$ cat config.mk
export PLATFORM = sky130hd
export DESIGN_NAME = ppc_port_pad_control
export DESIGN_NICKNAME = d
export VERILOG_FILES = /design/src/shared/ppc_pkg.sv /design/src/rtl/ppc_port_pad_control.sv
export SDC_FILE = /design/constraint.sdc
export NUM_CORES = 1
export LEC_CHECK = 0
export BUFFER_PORTS_ARGS = -buffer_cell sky130_fd_sc_hd__buf_2
export CAP_MARGIN = 20
export CORE_AREA = 2 2 299 301
export CTS_CLUSTER_SIZE = 28
export DETAILED_ROUTE_END_ITERATION = 12
export DIE_AREA = 0 0 301 303
export GPL_ROUTABILITY_DRIVEN = 0
export GPL_TIMING_DRIVEN = 0
export HOLD_SLACK_MARGIN = 0.08
export SYNTH_ARGS = -nofsm -noshare
export SYNTH_HDL_FRONTEND = slang
export SYNTH_SLANG_ARGS = --single-unit
$ cat constraint.sdc
create_clock -name pclk -period 1.4 [get_ports pclk]
set_input_delay 0.07 -clock pclk [delete_from_list [all_inputs] [get_ports pclk]]
set_output_delay 0.07 -clock pclk [all_outputs]
set_load 0.1 [all_outputs]
$ cat src/shared/ppc_pkg.sv
/*
 * ppc_pkg: constants shared by the port pad control block.
 * Holds register indices, per-port pin maps, reset values and field masks.
 * Assumes ports are ordered 1, 2, 3, 4, 5, 8, A, B, C, D, E at indices 0 to 10.
 */
package ppc_pkg;

    localparam int PPC_NPORT = 11;
    localparam int PPC_NPIN  = 8;
    localparam int PPC_NALL  = PPC_NPORT * PPC_NPIN;
    localparam int PPC_NOD   = PPC_NPORT * 4;

    // register indices as printed; byte address is index shifted left by two
    localparam int          PPC_IDX_SHIFT = 2;
    localparam logic [31:0] PPC_OTU_IDX [PPC_NPORT] = '{
        32'h0008c083, 32'h0008c085, 32'h0008c087, 32'h0008c089, 32'h0008c08b, 32'h0008c091,
        32'h0008c095, 32'h0008c097, 32'h0008c099, 32'h0008c09b, 32'h0008c09d};
    localparam logic [31:0] PPC_PUL_IDX [PPC_NPORT] = '{
        32'h0008c0c1, 32'h0008c0c2, 32'h0008c0c3, 32'h0008c0c4, 32'h0008c0c5, 32'h0008c0c8,
        32'h0008c0ca, 32'h0008c0cb, 32'h0008c0cc, 32'h0008c0cd, 32'h0008c0ce};
    localparam logic [31:0] PPC_DRV_IDX [PPC_NPORT] = '{
        32'h0008c0e1, 32'h0008c0e2, 32'h00000000, 32'h00000000, 32'h0008c0e5, 32'h0008c0e8,
        32'h0008c0ea, 32'h0008c0eb, 32'h0008c0ec, 32'h0008c0ed, 32'h0008c0ee};
    localparam logic [31:0] PPC_FST_IDX [PPC_NPORT] = '{
        32'h0008c129, 32'h0008c12a, 32'h0008c12b, 32'h00000000, 32'h0008c12d, 32'h0008c130,
        32'h0008c132, 32'h0008c133, 32'h0008c134, 32'h0008c135, 32'h0008c136};

    // which ports implement the drive registers (bit i is port index i)
    localparam logic [PPC_NPORT-1:0] PPC_DRV_PRESENT = 11'h7f3;
    localparam logic [PPC_NPORT-1:0] PPC_FST_PRESENT = 11'h7f7;

    // pins that exist on each port
    localparam logic [7:0] PPC_PIN_EXISTS [PPC_NPORT] = '{
        8'hcc, 8'hc0, 8'hf3, 8'h0f, 8'h08, 8'h07, 8'h1e, 8'hff, 8'hf3, 8'hfc, 8'hf7};
    // pins whose normal/high drive follows the drive strength bit
    localparam logic [7:0] PPC_DRV_SWITCH [PPC_NPORT] = '{
        8'h0c, 8'h80, 8'h00, 8'h00, 8'h00, 8'h07, 8'h1e, 8'hff, 8'hf3, 8'hfc, 8'hf7};
    // pins that accept the high-speed override
    localparam logic [7:0] PPC_FST_SWITCH [PPC_NPORT] = '{
        8'h8c, 8'h80, 8'h03, 8'h00, 8'h08, 8'h07, 8'h1e, 8'hff, 8'hf3, 8'hfc, 8'hf7};
    // pins whose drive is high without any setting
    localparam logic [7:0] PPC_FIXED_HIGH [PPC_NPORT] = '{
        8'hc0, 8'h40, 8'h93, 8'h00, 8'h08, 8'h00, 8'h00, 8'h00, 8'h00, 8'h00, 8'h00};

    // upper output-type field: even bits select pins 4 to 7
    localparam logic [7:0] PPC_OTU_EVEN  = 8'h55;
    localparam logic [7:0] PPC_REG_RESET = 8'h00;
    localparam int         PPC_UPPER_PIN = 4;

    typedef enum logic [2:0] {
        PPC_PH_IDLE   = 3'b001,
        PPC_PH_SETUP  = 3'b010,
        PPC_PH_ACCESS = 3'b100
    } ppc_phase_t;

endpackage

$ cat src/rtl/ppc_port_pad_control.sv
/*
 * ppc_port_pad_control: pad configuration registers for eleven general I/O ports
 * (upper output type, pull-up, drive strength except on ports 3 and 4, high-speed drive
 * override except on port 4) behind an APB slave, and the per-pin pad control outputs derived from them.
 * Assumes direction, pin mode and peripheral output enables come from the port
 * and pin multiplexing logic, synchronous to pclk.
 */
`timescale 1ns/1ps

module ppc_port_pad_control
    import ppc_pkg::*;
(
    input  wire logic                pclk,
    input  wire logic                presetn,
    input  wire logic                pce,
    input  wire logic                psel,
    input  wire logic                penable,
    input  wire logic                pwrite,
    input  wire logic [31:0]         paddr,
    input  wire logic [31:0]         pwdata,
    input  wire logic [3:0]          pstrb,
    output logic      [31:0]         prdata,
    output logic                     pready,
    output logic                     pslverr,
    input  wire logic [PPC_NALL-1:0] direction_select,
    input  wire logic [PPC_NALL-1:0] pin_function_mode,
    input  wire logic [PPC_NALL-1:0] periph_output_en,
    output logic      [PPC_NALL-1:0] pad_output_en,
    output logic      [PPC_NALL-1:0] pull_up_en,
    output logic      [PPC_NOD-1:0]  open_drain_en,
    output logic      [PPC_NALL-1:0] drive_high,
    output logic      [PPC_NALL-1:0] drive_fast
);

    // register storage, one byte per port and kind
    logic [7:0] upper_output_type_select [PPC_NPORT];
    logic [7:0] pull_up_control          [PPC_NPORT];
    logic [7:0] drive_strength_select    [PPC_NPORT];
    logic [7:0] high_speed_drive_override[PPC_NPORT];

    // decode results
    logic [PPC_NPORT-1:0] hit_otu;
    logic [PPC_NPORT-1:0] hit_pul;
    logic [PPC_NPORT-1:0] hit_drv;
    logic [PPC_NPORT-1:0] hit_fst;
    logic                 addr_hit;
    logic [7:0]           read_byte;
    logic                 wr_en;
    logic                 rd_err;
    ppc_phase_t           phase;
    ppc_phase_t           next_phase;

    // derived per-pin pad controls before registering
    logic [PPC_NALL-1:0]  next_output_en;
    logic [PPC_NALL-1:0]  next_pull_up;
    logic [PPC_NOD-1:0]   next_open_drain;
    logic [PPC_NALL-1:0]  next_drive_high;
    logic [PPC_NALL-1:0]  next_drive_fast;

    // byte address of a printed index
    function automatic logic [31:0] ppc_byte_addr(input logic [31:0] idx);
        ppc_byte_addr = idx << PPC_IDX_SHIFT;
    endfunction

    // writable bits of the upper output type byte: even bits of pins that exist
    function automatic logic [7:0] ppc_otu_mask(input logic [7:0] exists);
        logic [7:0] m;
        m = 8'h00;
        for (int k = 0; k < 4; k++) begin
            m[2*k] = exists[PPC_UPPER_PIN + k];
        end
        ppc_otu_mask = m & PPC_OTU_EVEN;
    endfunction

    // ------------------------------------------------------------------
    // address decode
    // ------------------------------------------------------------------
    always_comb begin
        for (int p = 0; p < PPC_NPORT; p++) begin
            hit_otu[p] = (paddr == ppc_byte_addr(PPC_OTU_IDX[p]));
            hit_pul[p] = (paddr == ppc_byte_addr(PPC_PUL_IDX[p]));
            hit_drv[p] = PPC_DRV_PRESENT[p] && (paddr == ppc_byte_addr(PPC_DRV_IDX[p]));
            hit_fst[p] = PPC_FST_PRESENT[p] && (paddr == ppc_byte_addr(PPC_FST_IDX[p]));
        end
        addr_hit = |{hit_otu, hit_pul, hit_drv, hit_fst};
    end

    // read multiplexer; reserved and absent bits are never stored, so read zero
    always_comb begin
        read_byte = 8'h00;
        for (int p = 0; p < PPC_NPORT; p++) begin
            if (hit_otu[p]) begin
                read_byte = upper_output_type_select[p];
            end
            if (hit_pul[p]) begin
                read_byte = pull_up_control[p];
            end
            if (hit_drv[p]) begin
                read_byte = drive_strength_select[p];
            end
            if (hit_fst[p]) begin
                read_byte = high_speed_drive_override[p];
            end
        end
    end

    // ------------------------------------------------------------------
    // APB slave: zero wait states, error on unmapped address
    // ------------------------------------------------------------------
    always_comb begin
        unique case (phase)
            PPC_PH_IDLE: begin
                next_phase = (psel && !penable) ? PPC_PH_SETUP : PPC_PH_IDLE;
            end
            PPC_PH_SETUP: begin
                next_phase = PPC_PH_ACCESS;
            end
            PPC_PH_ACCESS: begin
                next_phase = (psel && !penable) ? PPC_PH_SETUP : PPC_PH_IDLE;
            end
            default: begin
                next_phase = PPC_PH_IDLE;
            end
        endcase
    end

    always_ff @(posedge pclk or negedge presetn) begin
        if (!presetn) begin
            phase <= PPC_PH_IDLE;
        end else if (pce) begin
            phase <= next_phase;
        end
    end

    // read data and error are captured in the setup cycle
    always_ff @(posedge pclk or negedge presetn) begin
        if (!presetn) begin
            prdata <= 32'h00000000;
            rd_err <= 1'b0;
        end else if (pce && psel && !penable) begin
            prdata <= pwrite ? 32'h00000000 : {24'h000000, read_byte};
            rd_err <= !addr_hit;
        end
    end

    assign pready  = psel && penable;
    assign pslverr = psel && penable && rd_err;
    // only byte lane 0 carries register data
    assign wr_en   = pce && psel && penable && pwrite && addr_hit && pstrb[0];

    // ------------------------------------------------------------------
    // register file
    // ------------------------------------------------------------------
    always_ff @(posedge pclk or negedge presetn) begin
        if (!presetn) begin
            for (int p = 0; p < PPC_NPORT; p++) begin
                upper_output_type_select[p]  <= PPC_REG_RESET;
                pull_up_control[p]           <= PPC_REG_RESET;
                drive_strength_select[p]     <= PPC_REG_RESET;
                high_speed_drive_override[p] <= PPC_REG_RESET;
            end
        end else if (wr_en) begin
            for (int p = 0; p < PPC_NPORT; p++) begin
                if (hit_otu[p]) begin
                    // odd bits and absent pins are dropped
                    upper_output_type_select[p] <= pwdata[7:0]
                        & ppc_otu_mask(PPC_PIN_EXISTS[p]);
                end
                if (hit_pul[p]) begin
                    pull_up_control[p] <= pwdata[7:0] & PPC_PIN_EXISTS[p];
                end
                if (hit_drv[p]) begin
                    // kept for fixed-drive pins too
                    drive_strength_select[p] <= pwdata[7:0] & PPC_PIN_EXISTS[p];
                end
                if (hit_fst[p]) begin
                    high_speed_drive_override[p] <= pwdata[7:0] & PPC_PIN_EXISTS[p];
                end
            end
        end
    end

    // ------------------------------------------------------------------
    // pad control derivation
    // ------------------------------------------------------------------
    always_comb begin
        logic out_gen;
        logic out_per;
        logic is_out;
        logic fast;
        int   n;
        out_gen = 1'b0;
        out_per = 1'b0;
        is_out  = 1'b0;
        fast    = 1'b0;
        n       = 0;
        next_output_en  = '0;
        next_pull_up    = '0;
        next_open_drain = '0;
        next_drive_high = '0;
        next_drive_fast = '0;
        for (int p = 0; p < PPC_NPORT; p++) begin
            for (int b = 0; b < PPC_NPIN; b++) begin
                n = p * PPC_NPIN + b;
                out_gen = direction_select[n] && !pin_function_mode[n];
                out_per = pin_function_mode[n] && periph_output_en[n];
                is_out  = PPC_PIN_EXISTS[p][b] && (out_gen || out_per);
                next_output_en[n] = is_out;
                next_pull_up[n]   = pull_up_control[p][b] && !is_out;
                fast = PPC_FST_SWITCH[p][b] && high_speed_drive_override[p][b];
                next_drive_fast[n] = fast;
                next_drive_high[n] = fast || PPC_FIXED_HIGH[p][b]
                    || (PPC_DRV_SWITCH[p][b] && drive_strength_select[p][b]);
            end
            for (int k = 0; k < 4; k++) begin
                next_open_drain[p*4 + k] = upper_output_type_select[p][2*k];
            end
        end
    end

    // pad controls are registered; reset clears them, pull-ups included
    always_ff @(posedge pclk or negedge presetn) begin
        if (!presetn) begin
            pad_output_en <= '0;
            pull_up_en    <= '0;
            open_drain_en <= '0;
            drive_high    <= '0;
            drive_fast    <= '0;
        end else if (pce) begin
            pad_output_en <= next_output_en;
            pull_up_en    <= next_pull_up;
            open_drain_en <= next_open_drain;
            drive_high    <= next_drive_high;
            drive_fast    <= next_drive_fast;
        end
    end

endmodule

* After elaboration in Yosys (flattened, before gate mapping)
Cells that the tools add are included.
Word-level totals: bits in registers 410, bits in latches 0, RAM bits 0, ROM bits 0, input bits 338, output and inout bits 430, word-level logic and storage cells 520, memories 0
Cells by class: add/subtract/negate cells 0, $mul 0, div/mod/pow operators 0, order comparisons 0, equality and inequality tests 41, shift operators 0, multiplexer cells 42, bitwise operators 0, reductions and logical operators 392
Operators with widths (number):
- $eq A32 B22 Y1 const B | 41
- $mux W8 | 41
- $logic_and A1 B1 Y1 | 161
- $logic_not A1 Y1 | 104
- $logic_or A1 B1 Y1 | 88
- $reduce_and A2 Y1 | 38
- $reduce_or A41 Y1 | 1
- $mux W7 | 1

* Logic depth before layout (Yosys ltp)
depth in word-level cells 43, mapped depth 11, depth with buffers taken out 8

* Worst setup path before layout
Ideal clock, no wire load.
kind in2reg, start input psel, end register high_speed_drive_override[65] (netlist bit), setup time 125 ps, arrival 2140 ps, required time 1275 ps, setup slack -865 ps, stages 4, path buffers 0, path through and2_1 > nand4_1 > nor3_1 > mux2_2
Between the ends: longest elaborated chain between the ends 6
RTL lines:
- start, declared | line ppc_port_pad_control.sv:16 | input wire logic psel,
- $logic_and A1 B1 Y1 (5 in a row) | line ppc_port_pad_control.sv:149 | assign wr_en = pce && psel && penable && pwrite && addr_hit && pstrb[0];
- $reduce_and A2 Y1 (no line)
- end signal, assigned by index | line ppc_port_pad_control.sv:177 | high_speed_drive_override[p] <= pwdata[7:0] & PPC_PIN_EXISTS[p];
- end, declared | line ppc_port_pad_control.sv:39 | logic [7:0] high_speed_drive_override[PPC_NPORT];
No other way between the ends. A chain may end at the register's enable or synchronous reset.

* Worst setup path in the final report
start input paddr[12], end register prdata[2]
Between the ends: longest elaborated chain between the ends 42, elaborated cells between the ends (all ways) 81, those cells by class eq/ne (40); mux (41)
RTL lines:
- start, declared | line ppc_port_pad_control.sv:19 | input wire logic [31:0] paddr,
- $eq A32 B22 Y1 | line ppc_port_pad_control.sv:81 | hit_pul[p] = (paddr == ppc_byte_addr(PPC_PUL_IDX[p]));
- $mux W8 | line ppc_port_pad_control.sv:95 | if (hit_pul[p]) begin
- $mux W8 | line ppc_port_pad_control.sv:98 | if (hit_drv[p]) begin
- $mux W8 | line ppc_port_pad_control.sv:101 | if (hit_fst[p]) begin
- $mux W8 | line ppc_port_pad_control.sv:92 | if (hit_otu[p]) begin
- $mux W8 | line ppc_port_pad_control.sv:95
- $mux W8 | line ppc_port_pad_control.sv:98
- $mux W8 | line ppc_port_pad_control.sv:101
- [... 26 more ...]
- $mux W8 | line ppc_port_pad_control.sv:95
- $mux W8 | line ppc_port_pad_control.sv:98
- $mux W8 | line ppc_port_pad_control.sv:101
- $mux W8 | line ppc_port_pad_control.sv:92
- $mux W8 | line ppc_port_pad_control.sv:95
- $mux W8 | line ppc_port_pad_control.sv:98
- $mux W8 (*) | line ppc_port_pad_control.sv:101
- $mux W8 (*) | line ppc_port_pad_control.sv:141 | prdata <= pwrite ? 32'h00000000 : {24'h000000, read_byte};
- end signal, assigned | line ppc_port_pad_control.sv:141
- end, declared | line ppc_port_pad_control.sv:22 | output logic [31:0] prdata,
Every way passes the cells marked *; elsewhere a longest branch is shown, timed or not.

==> out/metrics.cfg <==
[timing]
hold_slack_ns=-0.502
worstMarginPinSlew_ns=1.03
skew_ns=0.0369
setup_violations=172
min_period_ns=2.05
hold_violations=167
slew_headroom_pct=31.7
layout_setup_ws_ns=-0.648
fmax_ghz=0.488
period_share_pct=146
maxSlewViolCount=0
rsz0062_at_grt=yes

[grt]
grt_pass1_wl_um=122000
grt_pass1_vias=16533
antenna_found_initial=10
grt_use_total_pct=18.5
grt_max_degree=114
gr-total-overflow=0

[clock_tree]
path_clk_slew_ns=0.07
cts_sinks=379
clockBufferDepth=3
htreeDepth=2
cts_tree=built
clk_latency_ns=0.61
numCtsBuffers=46
cts-root-buf=clkbuf_16

[final_layout]
drive_gt1_share_pct=47.8
stdcell_area_um2=30000
syn2layout_area_growth_pct=59.1
utilization_pct=34.1
num-nets-final=3026
fillers=8747

[critical_path]
critPathKind=input pin to register
crit_path_end_kind=register
path_cells=buf_6, or4_4, nor3_4, and3_4, buf_8, buf_12, nand2_8, o2111ai_4, o21ai_2, o31ai_4, a22oi_2
worstPathArrival_ns=2.51
path_buf_inv=3
cpMaxStageDelayCell=or4_4
worstSetupStartpointType=input pin
cpPeakStageDelay_ns=0.61
path_max_fanout=4
critPathTopFamily=simple AND/OR/NAND/NOR gates
required_ns=1.86

[route]
post_drt_wl_per_cell_um=22.8
num_vias=17300
routed_wl_um=88600
avgViaCountPerCell=4.44
first_iter_violations=1397
drtPass1Iterations=7
drtAntennaViolNets=0
drcViolationCount=0

[yosys]
ys_async_sr_fraction_pct=100
synth_seq_cells=379
yosysWarnings=0
syn_area_um2=18800
avgSynthCellArea_um2=10.7
synthCells=1761
yosysTopAreaCell=dfrtp_1
ys_types=72
seq_area_frac_synth_pct=50.3
synthTopCellsByArea=dfrtp_1, mux2_2, buf_4, nor2_1, a21oi_1
synth_edf_count=0
ys.flop_type=dfrtp_1
yosysTopAreaCellShare_pct=50.3

[pwr]
switching_share_pct=35.4
combPwrFrac_pct=22.9
seq_power_share_pct=35.9
clkPwrFrac_pct=41.2
p_leak_uw=0.0147
ir_worst_vdd_mv=0.845
switching_power_uw=11200
p_per_area_nw_per_um2=1050
intPower_uw=20300

[die]
dieWidth_um=301
start_util_pct=21.4
pin_count=768
fp.coreArea_um2=88000
die_y_um=303
design.die.area_um2=91200
num_rows=109

[run_status]
status=complete, but fails checks
violations=negative hold slack, negative setup slack

[placement]
port_buffers=419
post_dp_cell_area_um2=24200
dp_hpwl_um=66500

[min_path]
hold_class=input pin to asynchronous set/reset pin

[flow_run]
cap_violations=0

-- layout make-up --
class / count / area, µm² / area share, %
Inverter: 60 / 225 / 0.751
Antenna cell: 6 / 15.0 / 0.0501
Buffer: 290 / 2180 / 7.26
Sequential cell: 379 / 9490 / 31.6
Clock inverter: 33 / 399 / 1.33
Timing Repair Buffer: 678 / 5560 / 18.6
Tap cell: 1165 / 1460 / 4.86
Multi-Input combinational cell: 1233 / 9450 / 31.5
Clock buffer: 51 / 1210 / 4.03
-- cells by family after synthesis --
logic type	share of synthesized area (%)
buffers and inverters	11.4
AOI/OAI and AO/OA	9.90
and+or+nand+nor	11.9
DFF	50.3
muxes	16.4
other	0.0199
-- flip-flops by register name, summed over array words and instances (netlist names) --
register	flops
pad_output_en	51
pull_up_en	51
pull_up_control	51
next_open_drain	25
drive_fast	41
high_speed_drive_override	47
open_drain_en	25
rd_err	1
prdata	8
drive_strength_select	41
drive_high	38
-- cell usage after synthesis (all sizes together), types with 5 or more instances --
library cell / count
and4: 7
o211ai: 7
nor2: 177
a22oi: 7
nand4: 19
o2111ai: 7
a222oi: 8
mux2: 227
a31oi: 6
a221oi: 10
a21oi: 112
nand3: 71
and3: 12
nor3: 20
nand2b: 5
nor4: 22
o22ai: 7
buf: 228
dfrtp: 379
o21ai: 81
mux2i: 53
a211oi: 9
or3: 6
inv: 60
nor3b: 6
clkbuf: 67
a22o: 8
nand2: 78
-- through the flow --
stage / total power (µW) / setup TNS (ns) / setup WS, ns / std cells
final: 31500 / -30.20 / -0.648 / 3895
after global routing: 32600 / -39.97 / -0.661 / 3892
after CTS: 31800 / -13.99 / -0.518 / 3843
after detailed placement: 18100 / -500.70 / -2.09 / 3558
after global placement: 18100 / -3505.29 / -8.62 / 3551
after floorplan: 16700 / -67.61 / -0.652 / 1967
-- layer usage --
metal / part of all wire [%] / up-vias / global-route usage [%]
met3: 10 / 171 / 6.21
met1: 38 / 8510 / 22.0
met5: 0.071 / - / 0
met4: 3.0 / 10 / 5.00
met2: 49 / 904 / 31.8
li1: - / 7705 / -
-- final timing paths --
| check | from | to | slack (ns) | depth (start not counted) |
|---|---|---|---|---|
| max | paddr[12] | prdata[2] | -0.65 | 11 |
| min | presetn | drive_fast[57] | -0.50 | 2 |
| max reg2reg | high_speed_drive_override[82] | prdata[2] | -0.43 | 6 |
| min reg2reg | open_drain_en[42] | open_drain_en[42] | 0.51 | 1 |
| max in group asynchronous | presetn | high_speed_drive_override[40] | -0.06 | 4 |
| min in group pclk | direction_select[3] | pad_output_en[3] | 0.05 | 3 |
-- power groups by stage --
stage	sequential, µW	combinational (µW)	clock [µW]
CTS	11300	7170	13300
detailed placement	11500	6640	0
global route	11300	7500	13700
global placement	11500	6570	0
finish	11300	7210	13000
floorplan	13200	3540	0
-- what timing repair did --
action,4_1_cts,5_1_grt
hold endpoints to repair,335,118
endpoints found under the setup margin,601,198
hold buffers,112,3
setup buffers,89,48
pin swaps,46,64
gates resized for setup,430,120
cloned,5,0
-- cell usage in the layout, fill, tap and decap left out, drive strengths merged, types with 8 or more instances in the layout --
cell	synthesis	final
dfrtp	379	379
dlygate4sd3	0	114
nor3	20	20
mux2	227	227
nor4	22	22
buf	228	791
o21ai	81	81
clkbuf	67	113
nand2	78	78
conb	1	207
nor2	177	177
a211oi	9	9
nand4	19	19
a221oi	10	10
a22o	8	8
mux2i	53	53
a222oi	8	8
nand3	71	71
inv	60	65
and3	12	12
a21oi	112	112
clkinv	0	17
Note: power is estimated with default switching activity, not from simulation.
